--- config.mk ---
export PLATFORM = sky130hd
export DESIGN_NAME = nandh_ctrl
export DESIGN_NICKNAME = d
export VERILOG_FILES = /design/src/nandh_strobe.v /design/src/nandh_ctrl.v
export VERILOG_INCLUDE_DIRS = /design/src
export SDC_FILE = /design/constraint.sdc
export NUM_CORES = 1
export LEC_CHECK = 0
export CORE_AREA = 2 2 111 113
export CTS_CLUSTER_DIAMETER = 80
export DETAILED_ROUTE_END_ITERATION = 8
export DIE_AREA = 0 0 113 115
export DONT_BUFFER_PORTS = 1
export PLACE_DENSITY = 0.86
export SLEW_MARGIN = 10
export SYNTH_ARGS = -nofsm -noshare
export SYNTH_HDL_FRONTEND = slang
export SYNTH_HIERARCHICAL = 1
export SYNTH_SLANG_ARGS = --single-unit
--- constraint.sdc ---
create_clock -name core_clk -period 3.8 [get_ports core_clk]
set_input_delay 0.57 -clock core_clk [delete_from_list [all_inputs] [get_ports core_clk]]
set_output_delay 0.57 -clock core_clk [all_outputs]
set_load 0.01 [all_outputs]
--- src/nandh_defs.vh ---
// constants of the nand host controller: register offsets, fields, kinds, timing
// assumes a 40 MHz core clock and byte addressing on the avalon slave
`ifndef NANDH_DEFS_VH
`define NANDH_DEFS_VH

// register byte offsets
`define NH_OFF_CTRL      5'h00
`define NH_OFF_OP        5'h04
`define NH_OFF_COLUMN    5'h08
`define NH_OFF_ROW       5'h0C
`define NH_OFF_WDATA     5'h10
`define NH_OFF_RDATA     5'h14
`define NH_OFF_STATUS    5'h18

// control register fields and reset value
`define NH_CTRL_X16      0
`define NH_CTRL_PROTECT  1
`define NH_CTRL_CE       2
`define NH_CTRL_RESET    3'h0

// operation register fields
`define NH_OP_CMD_MSB    7
`define NH_OP_KIND_LSB   8
`define NH_OP_KIND_MSB   10

// operation kinds
`define NH_K_CMD         3'h0
`define NH_K_ADDR        3'h1
`define NH_K_WRITE       3'h2
`define NH_K_READ        3'h3
`define NH_K_STATUS      3'h4
`define NH_K_POLL        3'h5
`define NH_K_WAITRB      3'h6

// status_reg layout as seen on the device
`define NH_SR_PROTECT    7
`define NH_SR_CACHE_IDLE 6
`define NH_SR_ARRAY_IDLE 5
`define NH_SR_EARLY_FAIL 1
`define NH_SR_CUR_FAIL   0
`define NH_SR_RESET      8'hE0
`define NH_CMD_STATUS    8'h70

// status register of the controller itself
`define NH_ST_BUSY       0
`define NH_ST_RB         1
`define NH_ST_SR_LSB     8
`define NH_ST_SR_MSB     15

// strobe timing
`define NH_CLK_MHZ           40
`define NH_T_STROBE_LOW_NS   50
`define NH_T_STROBE_HIGH_NS  50
`define NH_CYC_LOW   ((`NH_T_STROBE_LOW_NS * `NH_CLK_MHZ + 999) / 1000)
`define NH_CYC_HIGH  ((`NH_T_STROBE_HIGH_NS * `NH_CLK_MHZ + 999) / 1000)

`endif

--- src/nandh_strobe.v ---
// one bus-cycle strobe: low phase then high recovery phase
// assumes start is a one-cycle pulse given only while idle
`timescale 1ns/10ps
`default_nettype none
module nandh_strobe #(
    parameter LOW_CYC  = 2,
    parameter HIGH_CYC = 2
) (
    // clock and reset
    input  wire        core_clk,
    input  wire        rst,
    // control
    input  wire        start,
    // results
    output wire        strobe_n,
    output wire        sample,
    output wire        done
);
    localparam [1:0] P_IDLE = 2'h0;
    localparam [1:0] P_LOW  = 2'h1;
    localparam [1:0] P_HIGH = 2'h2;

    reg [1:0] phase_q;
    reg [7:0] cnt_q;

    // phase and counter sequencing
    always @(posedge core_clk or posedge rst) begin
        if (rst) begin
            phase_q <= P_IDLE;
            cnt_q   <= 8'h00;
        end else begin
            case (phase_q)
                P_IDLE: begin
                    if (start) begin
                        phase_q <= P_LOW;
                        cnt_q   <= LOW_CYC[7:0] - 8'h01;
                    end
                end
                P_LOW: begin
                    if (cnt_q == 8'h00) begin
                        phase_q <= P_HIGH;
                        cnt_q   <= HIGH_CYC[7:0] - 8'h01;
                    end else begin
                        cnt_q <= cnt_q - 8'h01;
                    end
                end
                P_HIGH: begin
                    if (cnt_q == 8'h00) begin
                        phase_q <= P_IDLE;
                    end else begin
                        cnt_q <= cnt_q - 8'h01;
                    end
                end
                default: begin
                    phase_q <= P_IDLE;
                end
            endcase
        end
    end

    // strobe low in low phase, sample on its last cycle
    assign strobe_n = (phase_q != P_LOW);
    assign sample   = (phase_q == P_LOW) && (cnt_q == 8'h00);
    assign done     = (phase_q == P_HIGH) && (cnt_q == 8'h00);
endmodule // nandh_strobe
`default_nettype wire

--- src/nandh_ctrl.v ---
// host controller for an asynchronous multiplexed nand flash device
// assumes an avalon-mm master on core_clk and device pins synchronous to it
// Notes on behaviour
// - x8 column: cycle one low, two bits 11..8
// - x16 column: word bits 7..0, then 10..8
// - cycles three, four carry page and block
// - host drives upper io low in addressing
// - cle marks command, ale marks address cycle
`timescale 1ns/10ps
`default_nettype none
`include "nandh_defs.vh"
module nandh_ctrl #(
    parameter LOW_CYC  = `NH_CYC_LOW,
    parameter HIGH_CYC = `NH_CYC_HIGH
) (
    // clock and reset
    input  wire        core_clk,
    input  wire        rst,
    // avalon-mm slave
    input  wire [4:0]  avs_address,
    input  wire        avs_read,
    input  wire        avs_write,
    input  wire [31:0] avs_writedata,
    input  wire [3:0]  avs_byteenable,
    output wire [31:0] avs_readdata,
    output wire        avs_waitrequest,
    // nand control pins
    output wire        nand_ce_n,
    output wire        nand_cle,
    output wire        nand_ale,
    output wire        nand_we_n,
    output wire        nand_re_n,
    output wire        nand_wp_n,
    input  wire        nand_rb_n,
    // nand shared io
    output wire [15:0] nand_io_out,
    output wire        nand_io_oe,
    input  wire [15:0] nand_io_in
);
    localparam [1:0] S_IDLE = 2'h0;
    localparam [1:0] S_LOAD = 2'h1;
    localparam [1:0] S_RUN  = 2'h2;
    localparam [1:0] S_RB   = 2'h3;

    reg [2:0]  ctrl_q;
    reg [11:0] col_q;
    reg [15:0] row_q;
    reg [15:0] wdata_q;
    reg [15:0] rdata_q;
    reg [7:0]  status_q;
    reg [7:0]  op_cmd_q;
    reg [2:0]  kind_q;
    reg [1:0]  state_q;
    reg [1:0]  step_q;
    reg        cle_q;
    reg        ale_q;
    reg [15:0] io_q;
    reg        oe_q;
    reg        use_re_q;
    reg        start_q;
    reg        rd_ack_q;
    reg [31:0] readdata_q;
    reg [31:0] rd_mux;

    wire       strobe_n;
    wire       sample;
    wire       done;
    wire       x16 = ctrl_q[`NH_CTRL_X16];
    wire       op_hit = avs_write && (avs_address == `NH_OFF_OP);
    wire       op_go = op_hit && (state_q == S_IDLE) && avs_byteenable[1] && avs_byteenable[0];
    wire [2:0] go_kind = avs_writedata[`NH_OP_KIND_MSB:`NH_OP_KIND_LSB];

    // address byte per cycle; column fields by width, row cycles fixed
    function [7:0] addr_byte;
        input [1:0]  idx;
        input        wide;
        input [11:0] col;
        input [15:0] row;
        begin
            case (idx)
                2'h0: addr_byte = col[7:0];
                2'h1: addr_byte = wide ? {5'h00, col[10:8]}
                                       : {4'h0, col[11:8]};
                2'h2: addr_byte = row[7:0];
                default: addr_byte = row[15:8];
            endcase
        end
    endfunction

    // one strobe engine shared by write and read cycles
    nandh_strobe #(
        .LOW_CYC  (LOW_CYC),
        .HIGH_CYC (HIGH_CYC)
    ) u_strobe (
        .core_clk (core_clk),
        .rst      (rst),
        .start    (start_q),
        .strobe_n (strobe_n),
        .sample   (sample),
        .done     (done)
    );

    // pin drive
    assign nand_ce_n   = ~ctrl_q[`NH_CTRL_CE];
    assign nand_wp_n   = ~ctrl_q[`NH_CTRL_PROTECT];
    assign nand_cle    = cle_q;
    assign nand_ale    = ale_q;
    assign nand_we_n   = use_re_q ? 1'b1 : strobe_n;
    assign nand_re_n   = use_re_q ? strobe_n : 1'b1;
    assign nand_io_out = io_q;
    assign nand_io_oe  = oe_q;

    // bus handshake: reads take one wait cycle, op writes stall while busy
    assign avs_waitrequest = (avs_read && !rd_ack_q) || (op_hit && (state_q != S_IDLE));
    assign avs_readdata    = readdata_q;

    // software-written registers, byte lane merge
    always @(posedge core_clk or posedge rst) begin
        if (rst) begin
            ctrl_q  <= `NH_CTRL_RESET;
            col_q   <= 12'h000;
            row_q   <= 16'h0000;
            wdata_q <= 16'h0000;
        end else if (avs_write) begin
            case (avs_address)
                `NH_OFF_CTRL: begin
                    if (avs_byteenable[0]) ctrl_q <= avs_writedata[2:0];
                end
                `NH_OFF_COLUMN: begin
                    if (avs_byteenable[0]) col_q[7:0]  <= avs_writedata[7:0];
                    if (avs_byteenable[1]) col_q[11:8] <= avs_writedata[11:8];
                end
                `NH_OFF_ROW: begin
                    if (avs_byteenable[0]) row_q[7:0]  <= avs_writedata[7:0];
                    if (avs_byteenable[1]) row_q[15:8] <= avs_writedata[15:8];
                end
                `NH_OFF_WDATA: begin
                    if (avs_byteenable[0]) wdata_q[7:0]  <= avs_writedata[7:0];
                    if (avs_byteenable[1]) wdata_q[15:8] <= avs_writedata[15:8];
                end
                default: begin
                    ctrl_q <= ctrl_q;
                end
            endcase
        end
    end

    // read mux; unmapped offsets read zero
    always @* begin
        rd_mux = 32'h00000000;
        case (avs_address)
            `NH_OFF_CTRL:   rd_mux[2:0]   = ctrl_q;
            `NH_OFF_OP:     rd_mux[10:0]  = {kind_q, op_cmd_q};
            `NH_OFF_COLUMN: rd_mux[11:0]  = col_q;
            `NH_OFF_ROW:    rd_mux[15:0]  = row_q;
            `NH_OFF_WDATA:  rd_mux[15:0]  = wdata_q;
            `NH_OFF_RDATA:  rd_mux[15:0]  = rdata_q;
            `NH_OFF_STATUS: begin
                rd_mux[`NH_ST_BUSY] = (state_q != S_IDLE);
                rd_mux[`NH_ST_RB]   = nand_rb_n;
                rd_mux[`NH_ST_SR_MSB:`NH_ST_SR_LSB] = status_q;
            end
            default: rd_mux = 32'h00000000;
        endcase
    end

    // registered read answer after one wait cycle
    always @(posedge core_clk or posedge rst) begin
        if (rst) begin
            rd_ack_q   <= 1'b0;
            readdata_q <= 32'h00000000;
        end else if (avs_read && !rd_ack_q) begin
            rd_ack_q   <= 1'b1;
            readdata_q <= rd_mux;
        end else begin
            rd_ack_q <= 1'b0;
        end
    end

    // pin sequencer
    always @(posedge core_clk or posedge rst) begin
        if (rst) begin
            state_q  <= S_IDLE;
            kind_q   <= `NH_K_CMD;
            op_cmd_q <= 8'h00;
            step_q   <= 2'h0;
            cle_q    <= 1'b0;
            ale_q    <= 1'b0;
            io_q     <= 16'h0000;
            oe_q     <= 1'b0;
            use_re_q <= 1'b0;
            start_q  <= 1'b0;
            rdata_q  <= 16'h0000;
            status_q <= `NH_SR_RESET;
        end else begin
            case (state_q)
                S_IDLE: begin
                    if (op_go) begin
                        op_cmd_q <= avs_writedata[`NH_OP_CMD_MSB:0];
                        kind_q   <= go_kind;
                        step_q   <= 2'h0;
                        state_q  <= (go_kind == `NH_K_WAITRB) ? S_RB : S_LOAD;
                    end
                end
                S_LOAD: begin
                    // set up lines one cycle before the strobe falls
                    start_q  <= 1'b1;
                    state_q  <= S_RUN;
                    cle_q    <= 1'b0;
                    ale_q    <= 1'b0;
                    oe_q     <= 1'b1;
                    use_re_q <= 1'b0;
                    io_q     <= 16'h0000;
                    case (kind_q)
                        `NH_K_CMD: begin
                            cle_q <= 1'b1;
                            io_q  <= {8'h00, op_cmd_q};
                        end
                        `NH_K_ADDR: begin
                            ale_q <= 1'b1;
                            io_q  <= {8'h00, addr_byte(step_q, x16, col_q, row_q)};
                        end
                        `NH_K_WRITE: begin
                            io_q <= x16 ? wdata_q : {8'h00, wdata_q[7:0]};
                        end
                        `NH_K_READ: begin
                            oe_q     <= 1'b0;
                            use_re_q <= 1'b1;
                        end
                        default: begin
                            if (step_q == 2'h0) begin
                                cle_q <= 1'b1;
                                io_q  <= {8'h00, `NH_CMD_STATUS};
                            end else begin
                                oe_q     <= 1'b0;
                                use_re_q <= 1'b1;
                            end
                        end
                    endcase
                end
                S_RUN: begin
                    start_q <= 1'b0;
                    if (sample && use_re_q) begin
                        if (kind_q == `NH_K_READ) begin
                            rdata_q <= x16 ? nand_io_in : {8'h00, nand_io_in[7:0]};
                        end else begin
                            status_q <= nand_io_in[7:0];
                        end
                    end
                    if (done) begin
                        cle_q    <= 1'b0;
                        ale_q    <= 1'b0;
                        oe_q     <= 1'b0;
                        use_re_q <= 1'b0;
                        if (kind_q == `NH_K_ADDR && step_q != 2'h3) begin
                            step_q  <= step_q + 2'h1;
                            state_q <= S_LOAD;
                        end else if ((kind_q == `NH_K_STATUS || kind_q == `NH_K_POLL)
                                     && step_q == 2'h0) begin
                            step_q  <= 2'h1;
                            state_q <= S_LOAD;
                        end else if (kind_q == `NH_K_POLL
                                     && !status_q[`NH_SR_ARRAY_IDLE]) begin
                            state_q <= S_LOAD;
                        end else begin
                            state_q <= S_IDLE;
                        end
                    end
                end
                S_RB: begin
                    // wait for the open-drain ready line to be released
                    if (nand_rb_n) begin
                        state_q <= S_IDLE;
                    end
                end
                default: begin
                    state_q <= S_IDLE;
                end
            endcase
        end
    end
endmodule // nandh_ctrl
`default_nettype wire

# After elaboration in Yosys (flattened, before gate mapping)
# Cells that the tools add are included.
dict set report totals {
  romBits 0
  mem_bits_rw 0
  ff_bits 134
  latchBits 0
  elab_cells 148
  mem_count 0
}
dict set report op_classes {
  mux 48
  addsub 2
  order_cmp 0
  n_eq_ne 29
  n_bitwise 3
  reduce_logical 43
  div_mod_pow 0
  shifts 0
  n_mul 0
}
# op count
set ops {}
lappend ops {{$pmux 16 s4} 1}
lappend ops {{$pmux 8 s3} 2}
lappend ops {{$reduce_and 3->1} 12}
lappend ops {{$mux 16} 2}
lappend ops {{$pmux 5 s5} 1}
lappend ops {{$mux 8} 3}
lappend ops {{$mux 2} 11}
lappend ops {{$pmux 3 s6} 1}
lappend ops {{$pmux 1 s2} 8}
lappend ops {{$pmux 4 s4} 1}
lappend ops {{$eq 5x5->1 const B} 3}
lappend ops {{$ne 2x2->1 const B} 7}
lappend ops {{$pmux 2 s7} 1}
lappend ops {{$logic_and 1x1->1} 12}
lappend ops {{$eq 5x4->1 const B} 2}
lappend ops {{$mux 1} 10}
lappend ops {{$eq 3x3->1 const B} 3}
lappend ops {{$eq 2x2->1 const B} 4}
lappend ops {{$logic_not 8->1} 1}
lappend ops {{$pmux 2 s4} 1}
lappend ops {{$sub 8x1->8 const B} 1}
lappend ops {{$mux 7} 1}
lappend ops {{$eq 2x1->1 const B} 3}
lappend ops {{$eq 3x2->1 const B} 2}
lappend ops {{other kinds (21)} 32}

# Logic depth before layout (Yosys ltp)
# Gate-level depths: netlist (run 1).
dict set report logic_depth {
  ltp_word 7
  depth_mapped 11
  mapped_depth_nobuf 9
}

# Hierarchy
# Netlist (run 1), hierarchy kept.
# mod n_inst area_per_inst_um2 cells_each seq_area_each_um2
set modules_own_cells {}
lappend modules_own_cells {nandh_ctrl 1 6010.8 528 3106.7}
lappend modules_own_cells {nandh_strobe 1 691.9 70 250.2}

# Worst setup path after synthesis (run 1)
# OpenSTA, ideal clock, no wires.
dict set report synth_timing {
  kind {register to register}
  from {register u_strobe.cnt_q[0]}
  to {register rdata_q[0]}
  period_less_slack_ns 2.273
  arrival_ns 2.148
  setup_ns 0.125
  slack_ns 1.527
  path_stages_with_launch 11
  required_ns 3.675
  cell_sequence {dfrtp_1 > inv_1 > ha_1 > nor3b_1 > nand2_1 > nor2_1 > nand3_1 > or2_2 > clkbuf_1 > clkbuf_1 > mux2_2}
}
dict set report synth_via {
  elab_chain_len 4
}
# item line_no
set synth_rtl {}
lappend synth_rtl {{start, declared} nandh_strobe.v:24} ;# reg [7:0] cnt_q;
lappend synth_rtl {{start signal, assigned} nandh_strobe.v:36} ;# cnt_q <= LOW_CYC[7:0] - 8'h01;
lappend synth_rtl {{start signal, assigned} nandh_strobe.v:42} ;# cnt_q <= HIGH_CYC[7:0] - 8'h01;
lappend synth_rtl {{start signal, assigned} nandh_strobe.v:44} ;# cnt_q <= cnt_q - 8'h01;
lappend synth_rtl {{$logic_not 8->1} nandh_strobe.v:63} ;# assign sample = (phase_q == P_LOW) && (cnt_q == 8'h00);
lappend synth_rtl {{$logic_and 1x1->1} nandh_strobe.v:63}
lappend synth_rtl {{net sample} nandh_ctrl.v:66} ;# wire sample;
lappend synth_rtl {{$logic_and 1x1->1} nandh_ctrl.v:243} ;# if (sample && use_re_q) begin
lappend synth_rtl {{$reduce_and 3->1 (no source line)} --}
lappend synth_rtl {{end signal, assigned} nandh_ctrl.v:245} ;# rdata_q <= x16 ? nand_io_in : {8'h00, nand_io_in[7:0]};
lappend synth_rtl {{end, declared} nandh_ctrl.v:49} ;# reg [15:0] rdata_q;
# The timed path passes the listed nets, and every way through them passes these cells.
# A chain may end at the register's enable or synchronous reset.

# Final worst setup path (run 1)
dict set report layout_timing {
  from {register u_strobe.cnt_q[0]}
  to {register status_q[2]}
}
dict set report layout_via {
  elab_chain_len 4
}
# item line_no
set layout_rtl {}
lappend layout_rtl {{$logic_not 8->1} nandh_strobe.v:63}
lappend layout_rtl {{$logic_and 1x1->1} nandh_strobe.v:63}
lappend layout_rtl {{net sample} nandh_ctrl.v:66}
lappend layout_rtl {{$logic_and 1x1->1} nandh_ctrl.v:243}
lappend layout_rtl {{$reduce_and 3->1 (no source line)} --}
lappend layout_rtl {{end signal, assigned} nandh_ctrl.v:194} ;# status_q <= `NH_SR_RESET;
lappend layout_rtl {{end signal, assigned} nandh_ctrl.v:247} ;# status_q <= nand_io_in[7:0];
lappend layout_rtl {{end, declared} nandh_ctrl.v:50} ;# reg [7:0] status_q;
# The timed path passes the listed nets, and every way through them passes these cells.

==> results.json, run 1 <==
{
  "critPathCapture": "status_q[2]",
  "total_power_w": 0.004595,
  "overflow": 0,
  "io_pins": 118,
  "cts.clk_slew.worst_paths_ns": 0.06,
  "critical_path_class": "flop to flop",
  "drv_slew": 0,
  "power_density_nw_per_um2": 623.9,
  "drv_cap": 0,
  "die_x_um": 113,
  "async_flop_share": 1.000,
  "fmax_ghz": 0.3556,
  "antenna_left": 0,
  "postSynthAreaPerCell_um2": 11.21,
  "place.gp.congestion": 0.9144,
  "reg2reg_to": "status_q[2]",
  "endpoint_kind": "flop",
  "slew_headroom": 0.3531,
  "coreArea_um2": 11810,
  "final_nets": 671,
  "arrival_ns": 3.12,
  "reg2reg_from": "u_strobe/cnt_q[0]",
  "antenna_found_initial": 0,
  "vias": 5104,
  "grt_max_degree": 63,
  "synth_compound_area_frac": 0.1488,
  "synthSimpleGateAreaFrac": 0.1114,
  "ctsHoldBuffers": 1,
  "port_buffers": 0,
  "period_share": 0.7400,
  "synthesis.area_um2": 6703,
  "vias_per_cell": 6.778,
  "crit_fanout": 9,
  "yosys.area_share.adder": 0.02987,
  "dieArea_um2": 13000,
  "vdd_drop_max_uv": 433.9,
  "post-route-min-period_ns": 2.812,
  "synth_seq_cells": 134,
  "start_util": 0.5675,
  "cts_root_buffer": "clkbuf_16",
  "finalSetupViolations": 0,
  "fin_ws_ns": 0.9882,
  "htree_levels": 4,
  "fin_tns_setup_ns": 0,
  "worstSetupStartpointType": "flop",
  "grt_usage": 0.2832,
  "stdcell_area_um2": 7365,
  "place_area_um2": 6744,
  "synth.area.mux_share": 0.1520,
  "die_h_um": 115,
  "clockBufferDepth": 2,
  "grt_pass1_wl_um": 27880,
  "area_growth_pct": 9.875,
  "clock_sinks": 134,
  "seq_area_frac_synth": 0.5008,
  "r2r.worst_path.cells": 8,
  "drive_gt1_frac": 0.2162,
  "rows": 40,
  "finClkSkew_ns": 0.01176,
  "cts_tree": "yes",
  "violations": "DRC",
  "synth_top_family_by_area": "multiplexers",
  "hold_viol": 0,
  "drt_iter0_drc": 548,
  "synth-edff-count": 0,
  "synth-xor-area-share": 0.003920,
  "yosysUniqueCellTypes": 66,
  "ff2ff_setup_slack_ns": 0.99,
  "cts_resized": 0,
  "wire_per_inst_um": 24.13,
  "yosysWarnings": 6,
  "post-cts-setup-buffers": 0,
  "dpl.hpwl_um": 12440,
  "insertion_delay_ns": 0.44,
  "rsz0062_at_grt": "false",
  "drc": 6,
  "drt_wl_total_um": 18170,
  "tightestPinTransition_ns": 0.9683,
  "syn_inst": 598,
  "cts_made_buffers": 17,
  "leakage_nw": 3.297,
  "holdWs_ns": 0.01312,
  "antenna_cells": 0,
  "dpl_worst_slack_ns": 0.9963,
  "hp-class": "input port to asynchronous set/reset pin",
  "cp_data_required_time_ns": 4.11,
  "ys.flop_type": "dfrtp_1",
  "firstDrtPassIters": 8,
  "status": "finished, violations left",
  "cp-startpoint": "u_strobe/cnt_q[0]",
  "grt_pass1_vias": 5036
}
==> state kept, by name, indices dropped and copies added (netlist names), 8 cells and up <==
name and cells:
op_cmd_q 8, wdata_q 16, col_q 12, avs_readdata 16, u_strobe/cnt_q 8, status_q 8, nand_io_out 16, row_q 16
rdata_q 16
==> routing by layer <==
layer  up-vias  track usage  share of wire
met5         -            0              0
met4         0       0.1488          0.046
met3        68      0.08540           0.10
met2       339       0.4599           0.49
met1      2539       0.3444           0.37
li1       2158            -              -
==> layout make-up <==
class | instances | area, µm²
fillers | 868 | 4447
flip-flops and latches | 134 | 3357
multi-input cells | 406 | 3049
clock buffers | 20 | 456.7
well taps | 147 | 183.9
clock inverters | 12 | 153.9
inverters | 26 | 101.3
repair buffers | 8 | 62.56
==> how the worst min path moves through the flow <==
stage	start	endpoint
2_1_floorplan	rst	u_strobe/cnt_q[0]
3_3_place_gp	rst	nand_io_out[4]
3_5_place_dp	rst	nand_io_out[4]
4_1_cts	rst	u_strobe/cnt_q[1]
5_1_grt	rst	u_strobe/cnt_q[3]
6_report	rst	u_strobe/cnt_q[1]
==> Yosys cell counts, types with 3 or more instances <==
| library cell | n | area share |
|---|---|---|
| o22ai_1 | 6 | 0.0056 |
| mux2_4 | 10 | 0.022 |
| nand3b_1 | 4 | 0.0045 |
| nand3_1 | 6 | 0.0045 |
| buf_2 | 6 | 0.0045 |
| buf_4 | 17 | 0.019 |
| nor2b_1 | 5 | 0.0047 |
| clkbuf_1 | 21 | 0.012 |
| mux2_2 | 60 | 0.10 |
| dfstp_2 | 3 | 0.012 |
| dfrtp_1 | 131 | 0.49 |
| nand2b_1 | 8 | 0.0075 |
| o21ai_0 | 35 | 0.026 |
| a31oi_1 | 9 | 0.0084 |
| mux2i_1 | 17 | 0.025 |
| inv_1 | 26 | 0.015 |
| a221oi_1 | 13 | 0.017 |
| nor2_2 | 3 | 0.0028 |
| a21oi_1 | 14 | 0.010 |
| a222oi_1 | 10 | 0.015 |
| a22oi_1 | 15 | 0.017 |
| nor2_1 | 32 | 0.018 |
| xnor2_1 | 3 | 0.0039 |
| a221o_1 | 4 | 0.0060 |
| a22o_1 | 13 | 0.017 |
| nand2_1 | 54 | 0.030 |
| nor3_1 | 4 | 0.0030 |
| ha_1 | 16 | 0.030 |
==> cell usage in the layout (no fill, tap or decap), types with 10 or more instances in the layout <==
master and n:
nor2_1 32, a221oi_1 13, o21ai_0 35, nand2_1 54
clkbuf_16 17, ha_1 16, mux2_2 60, mux2_4 10
conb_1 16, inv_1 25, a22oi_1 15, mux2i_1 17
dfrtp_1 131, a21oi_1 14, a222oi_1 10, a22o_1 13
==> metrics by stage <==
step | util | std cells
2_1_floorplan | - | 613
3_3_place_gp | 0.5710 | 720
3_5_place_dp | 0.5710 | 720
4_1_cts | 0.6235 | 753
5_1_grt | 0.6235 | 753
6_report | 0.6235 | 753
==> cell families after synthesis <==
group                    count (synthesis)
multiplexers                            89
XOR/XNOR                                 3
AND/OR/NAND/NOR                        143
AO/OA/AOI/OAI                          139
adder cells (fa/ha/maj)                 16
other                                    1
flip-flops                             134
buffers and inverters                   73
==> critical path, stage by stage (launching register included) <==
cell and delay (ns):
dfrtp_1 0.43, inv_1 0.11, ha_1 0.14, nor3b_1 0.36
nand2_1 0.19, nor2_1 0.13, nand3_1 0.13, nor2b_1 0.79
mux2_2 0.42
==> where the power goes <==
part	total (W)	switching, W	internal, W
Sequential	0.00189	0.000255	0.00163
Clock	0.00169	0.000630	0.00106
Combinational	0.00101	0.000593	0.000420
Total	0.00459	0.00148	0.00312
Note: power is estimated with default switching activity, not from simulation.
==> inputs of run 2 (changes only) <==
--- a/config.mk
+++ b/config.mk
@@ -6,10 +6,10 @@
 export SDC_FILE = /design/constraint.sdc
 export NUM_CORES = 1
 export LEC_CHECK = 0
-export CORE_AREA = 2 2 111 113
+export CORE_AREA = 2 2 109 111
 export CTS_CLUSTER_DIAMETER = 80
 export DETAILED_ROUTE_END_ITERATION = 8
-export DIE_AREA = 0 0 113 115
+export DIE_AREA = 0 0 111 113
 export DONT_BUFFER_PORTS = 1
 export PLACE_DENSITY = 0.86
 export SLEW_MARGIN = 10
==> constraint.sdc (replaced) <==
create_clock -name core_clk -period 2.9 [get_ports core_clk]
set_input_delay 0.435 -clock core_clk [delete_from_list [all_inputs] [get_ports core_clk]]
set_output_delay 0.435 -clock core_clk [all_outputs]
set_load 0.01 [all_outputs]
==> run 2 against run 1 <==
  * Clock power increased by 40%
  * Worst setup slack got worse by 0.60 ns
  * The flow now finishes without violations
  * Highest routed layer unchanged
  * Clock skew decreased by 0.0023 ns
  * Critical path type unchanged
  * Global-route usage increased by 0.48 points
  * Via count decreased by 3.5%
  * Sequential share of layout area decreased by 0.48 points
  * Register-to-register slack got worse by 0.60 ns
  * Core utilization increased by 3.7 points
  * Maximum frequency increased by 12%
==> results.json, run 2 (synthesized netlist as in run 1, its figures left out) <==
{
  "status": "completed",
  "drive_gt1_frac": 0.2180,
  "cpMaxStageDelayCell": "or2_2",
  "reg2reg_from": "u_strobe/cnt_q[0]",
  "layout_commonest_cell": "dfrtp_1",
  "vias": 4924,
  "drv_cap": 0,
  "fin_tns_setup_ns": 0,
  "cts.clk_slew.worst_paths_ns": 0.06,
  "arrival_ns": 2.81,
  "drt_wl_total_um": 17660,
  "overflow": 0,
  "grt_max_degree": 76,
  "power_density_nw_per_um2": 826.0,
  "port_buffers": 0,
  "grt_usage": 0.2881,
  "antenna_left": 0,
  "drc": 0,
  "endpoint_kind": "flop",
  "rsz0062_at_grt": "false",
  "drv_slew": 0,
  "ff2ff_setup_slack_ns": 0.39,
  "post-route-min-period_ns": 2.514,
  "coreArea_um2": 11270,
  "slew_headroom": 0.5034,
  "fmax_ghz": 0.3978,
  "area_growth_pct": 11.03,
  "finClkSkew_ns": 0.009418,
  "io_pins": 118,
  "dieArea_um2": 12540,
  "drt_iter0_drc": 549,
  "hold_viol": 0,
  "fin_util": 0.6602,
  "critical_path_class": "flop to flop",
  "worstSetupStartpointType": "flop",
  "antenna_cells": 0,
  "cp_data_required_time_ns": 3.20,
  "final_cell_mix": "dfrtp_1 (131), mux2_2 (60), nand2_1 (54), o21ai_0 (35), nor2_1 (32)",
  "insertion_delay_ns": 0.42,
  "clockBufferDepth": 2,
  "critPathCapture": "rdata_q[3]",
  "dpl.hpwl_um": 12470,
  "clock_sinks": 134,
  "cts_made_buffers": 17,
  "die_x_um": 111,
  "htree_levels": 4,
  "path_cells": "inv_1, ha_1, nor3b_1, nand2_1, nor2_1, nand3_1, or2_2, mux2_2",
  "grt_pass1_wl_um": 27540,
  "firstDrtPassIters": 7,
  "tightestPinTransition_ns": 0.7422,
  "cts_root_buffer": "clkbuf_16",
  "start_util": 0.5946,
  "wire_per_inst_um": 23.46,
  "leakage_nw": 3.348,
  "r2r.worst_path.cells": 8,
  "cts_tree": "yes",
  "vdd_drop_max_uv": 494.9,
  "critical_path.max_stage_delay_ns": 0.52,
  "period_share": 0.8667,
  "antenna_found_initial": 0,
  "vias_per_cell": 6.539,
  "hp-class": "input port to flop",
  "grt_pass1_vias": 5138,
  "final_nets": 675,
  "rows": 39,
  "cp-startpoint": "u_strobe/cnt_q[0]",
  "place.gp.congestion": 0.9270,
  "reg2reg_to": "rdata_q[3]",
  "finalSetupViolations": 0,
  "crit_fanout": 24,
  "die_h_um": 113
}
==> run 2: worst min-delay path by stage <==
stage,startpoint,end,slack [ns],depth (start not counted)
3_5_place_dp,rst,nand_io_out[4],0.31,1
5_1_grt,avs_writedata[1],ctrl_q[1],0.13,2
4_1_cts,avs_writedata[1],ctrl_q[1],0.12,2
2_1_floorplan,rst,u_strobe/cnt_q[0],0.28,1
3_3_place_gp,rst,nand_io_out[5],0.31,1
6_report,avs_writedata[1],ctrl_q[1],0.14,2
==> run 2: final cells by class <==
cell class	instances	area [µm²]
clock inverters	9	172.7
clock buffers	23	478.0
inverters	26	101.3
multi-input cells	406	3049
well taps	143	178.9
repair buffers	12	105.1
fillers	812	3830
flip-flops and latches	134	3357
==> run 2: critical path, delay by kind of cell, from the launching register on <==
family / cells / cell delay (ns)
adders and majority gates: 1 / 0.14
and+or+nand+nor: 5 / 1.34
buffers and inverters: 1 / 0.11
muxes: 1 / 0.36
DFF: 1 / 0.44
==> run 2: per-stage QoR <==
stage	cells	worst slack (ns)	hold slack [ns]	power, W	area, µm²
after floorplan	613	0.6274	0.2752	0.003448	6763
after global placement	720	0.5109	0.3135	0.003685	6782
after detailed placement	720	0.4364	0.3150	0.003782	6782
after CTS	753	0.4082	0.1238	0.006156	7442
after global routing	753	0.1896	0.1271	0.006414	7442
final	753	0.3864	0.1358	0.006147	7442
==> run 2: layer usage <==
metal / wire length [µm] / track usage / vias to the layer above / share of wire
met5: 0 / 0 / - / 0
met4: 817 / 0.1542 / 0 / 0.046
met3: 1702 / 0.09855 / 53 / 0.096
met2: 8552 / 0.4654 / 277 / 0.48
met1: 6592 / 0.3435 / 2444 / 0.37
li1: - / - / 2150 / -
==> run 2: where the power goes <==
group	internal, W	total, W	switching, W	leakage, nW
Combinational	0.000553	0.00133	0.000772	1.32
Clock	0.00159	0.00236	0.000771	0.317
Sequential	0.00214	0.00246	0.000322	1.71
==> run 2: what timing repair did <==
action | 4_1_cts | 5_1_grt
endpoints found under the setup margin | 0 | 0
hold buffers | 1 | 0
endpoints found under the hold margin | 25 | 0
setup buffers | 0 | 0
gates resized for setup | 0 | 0
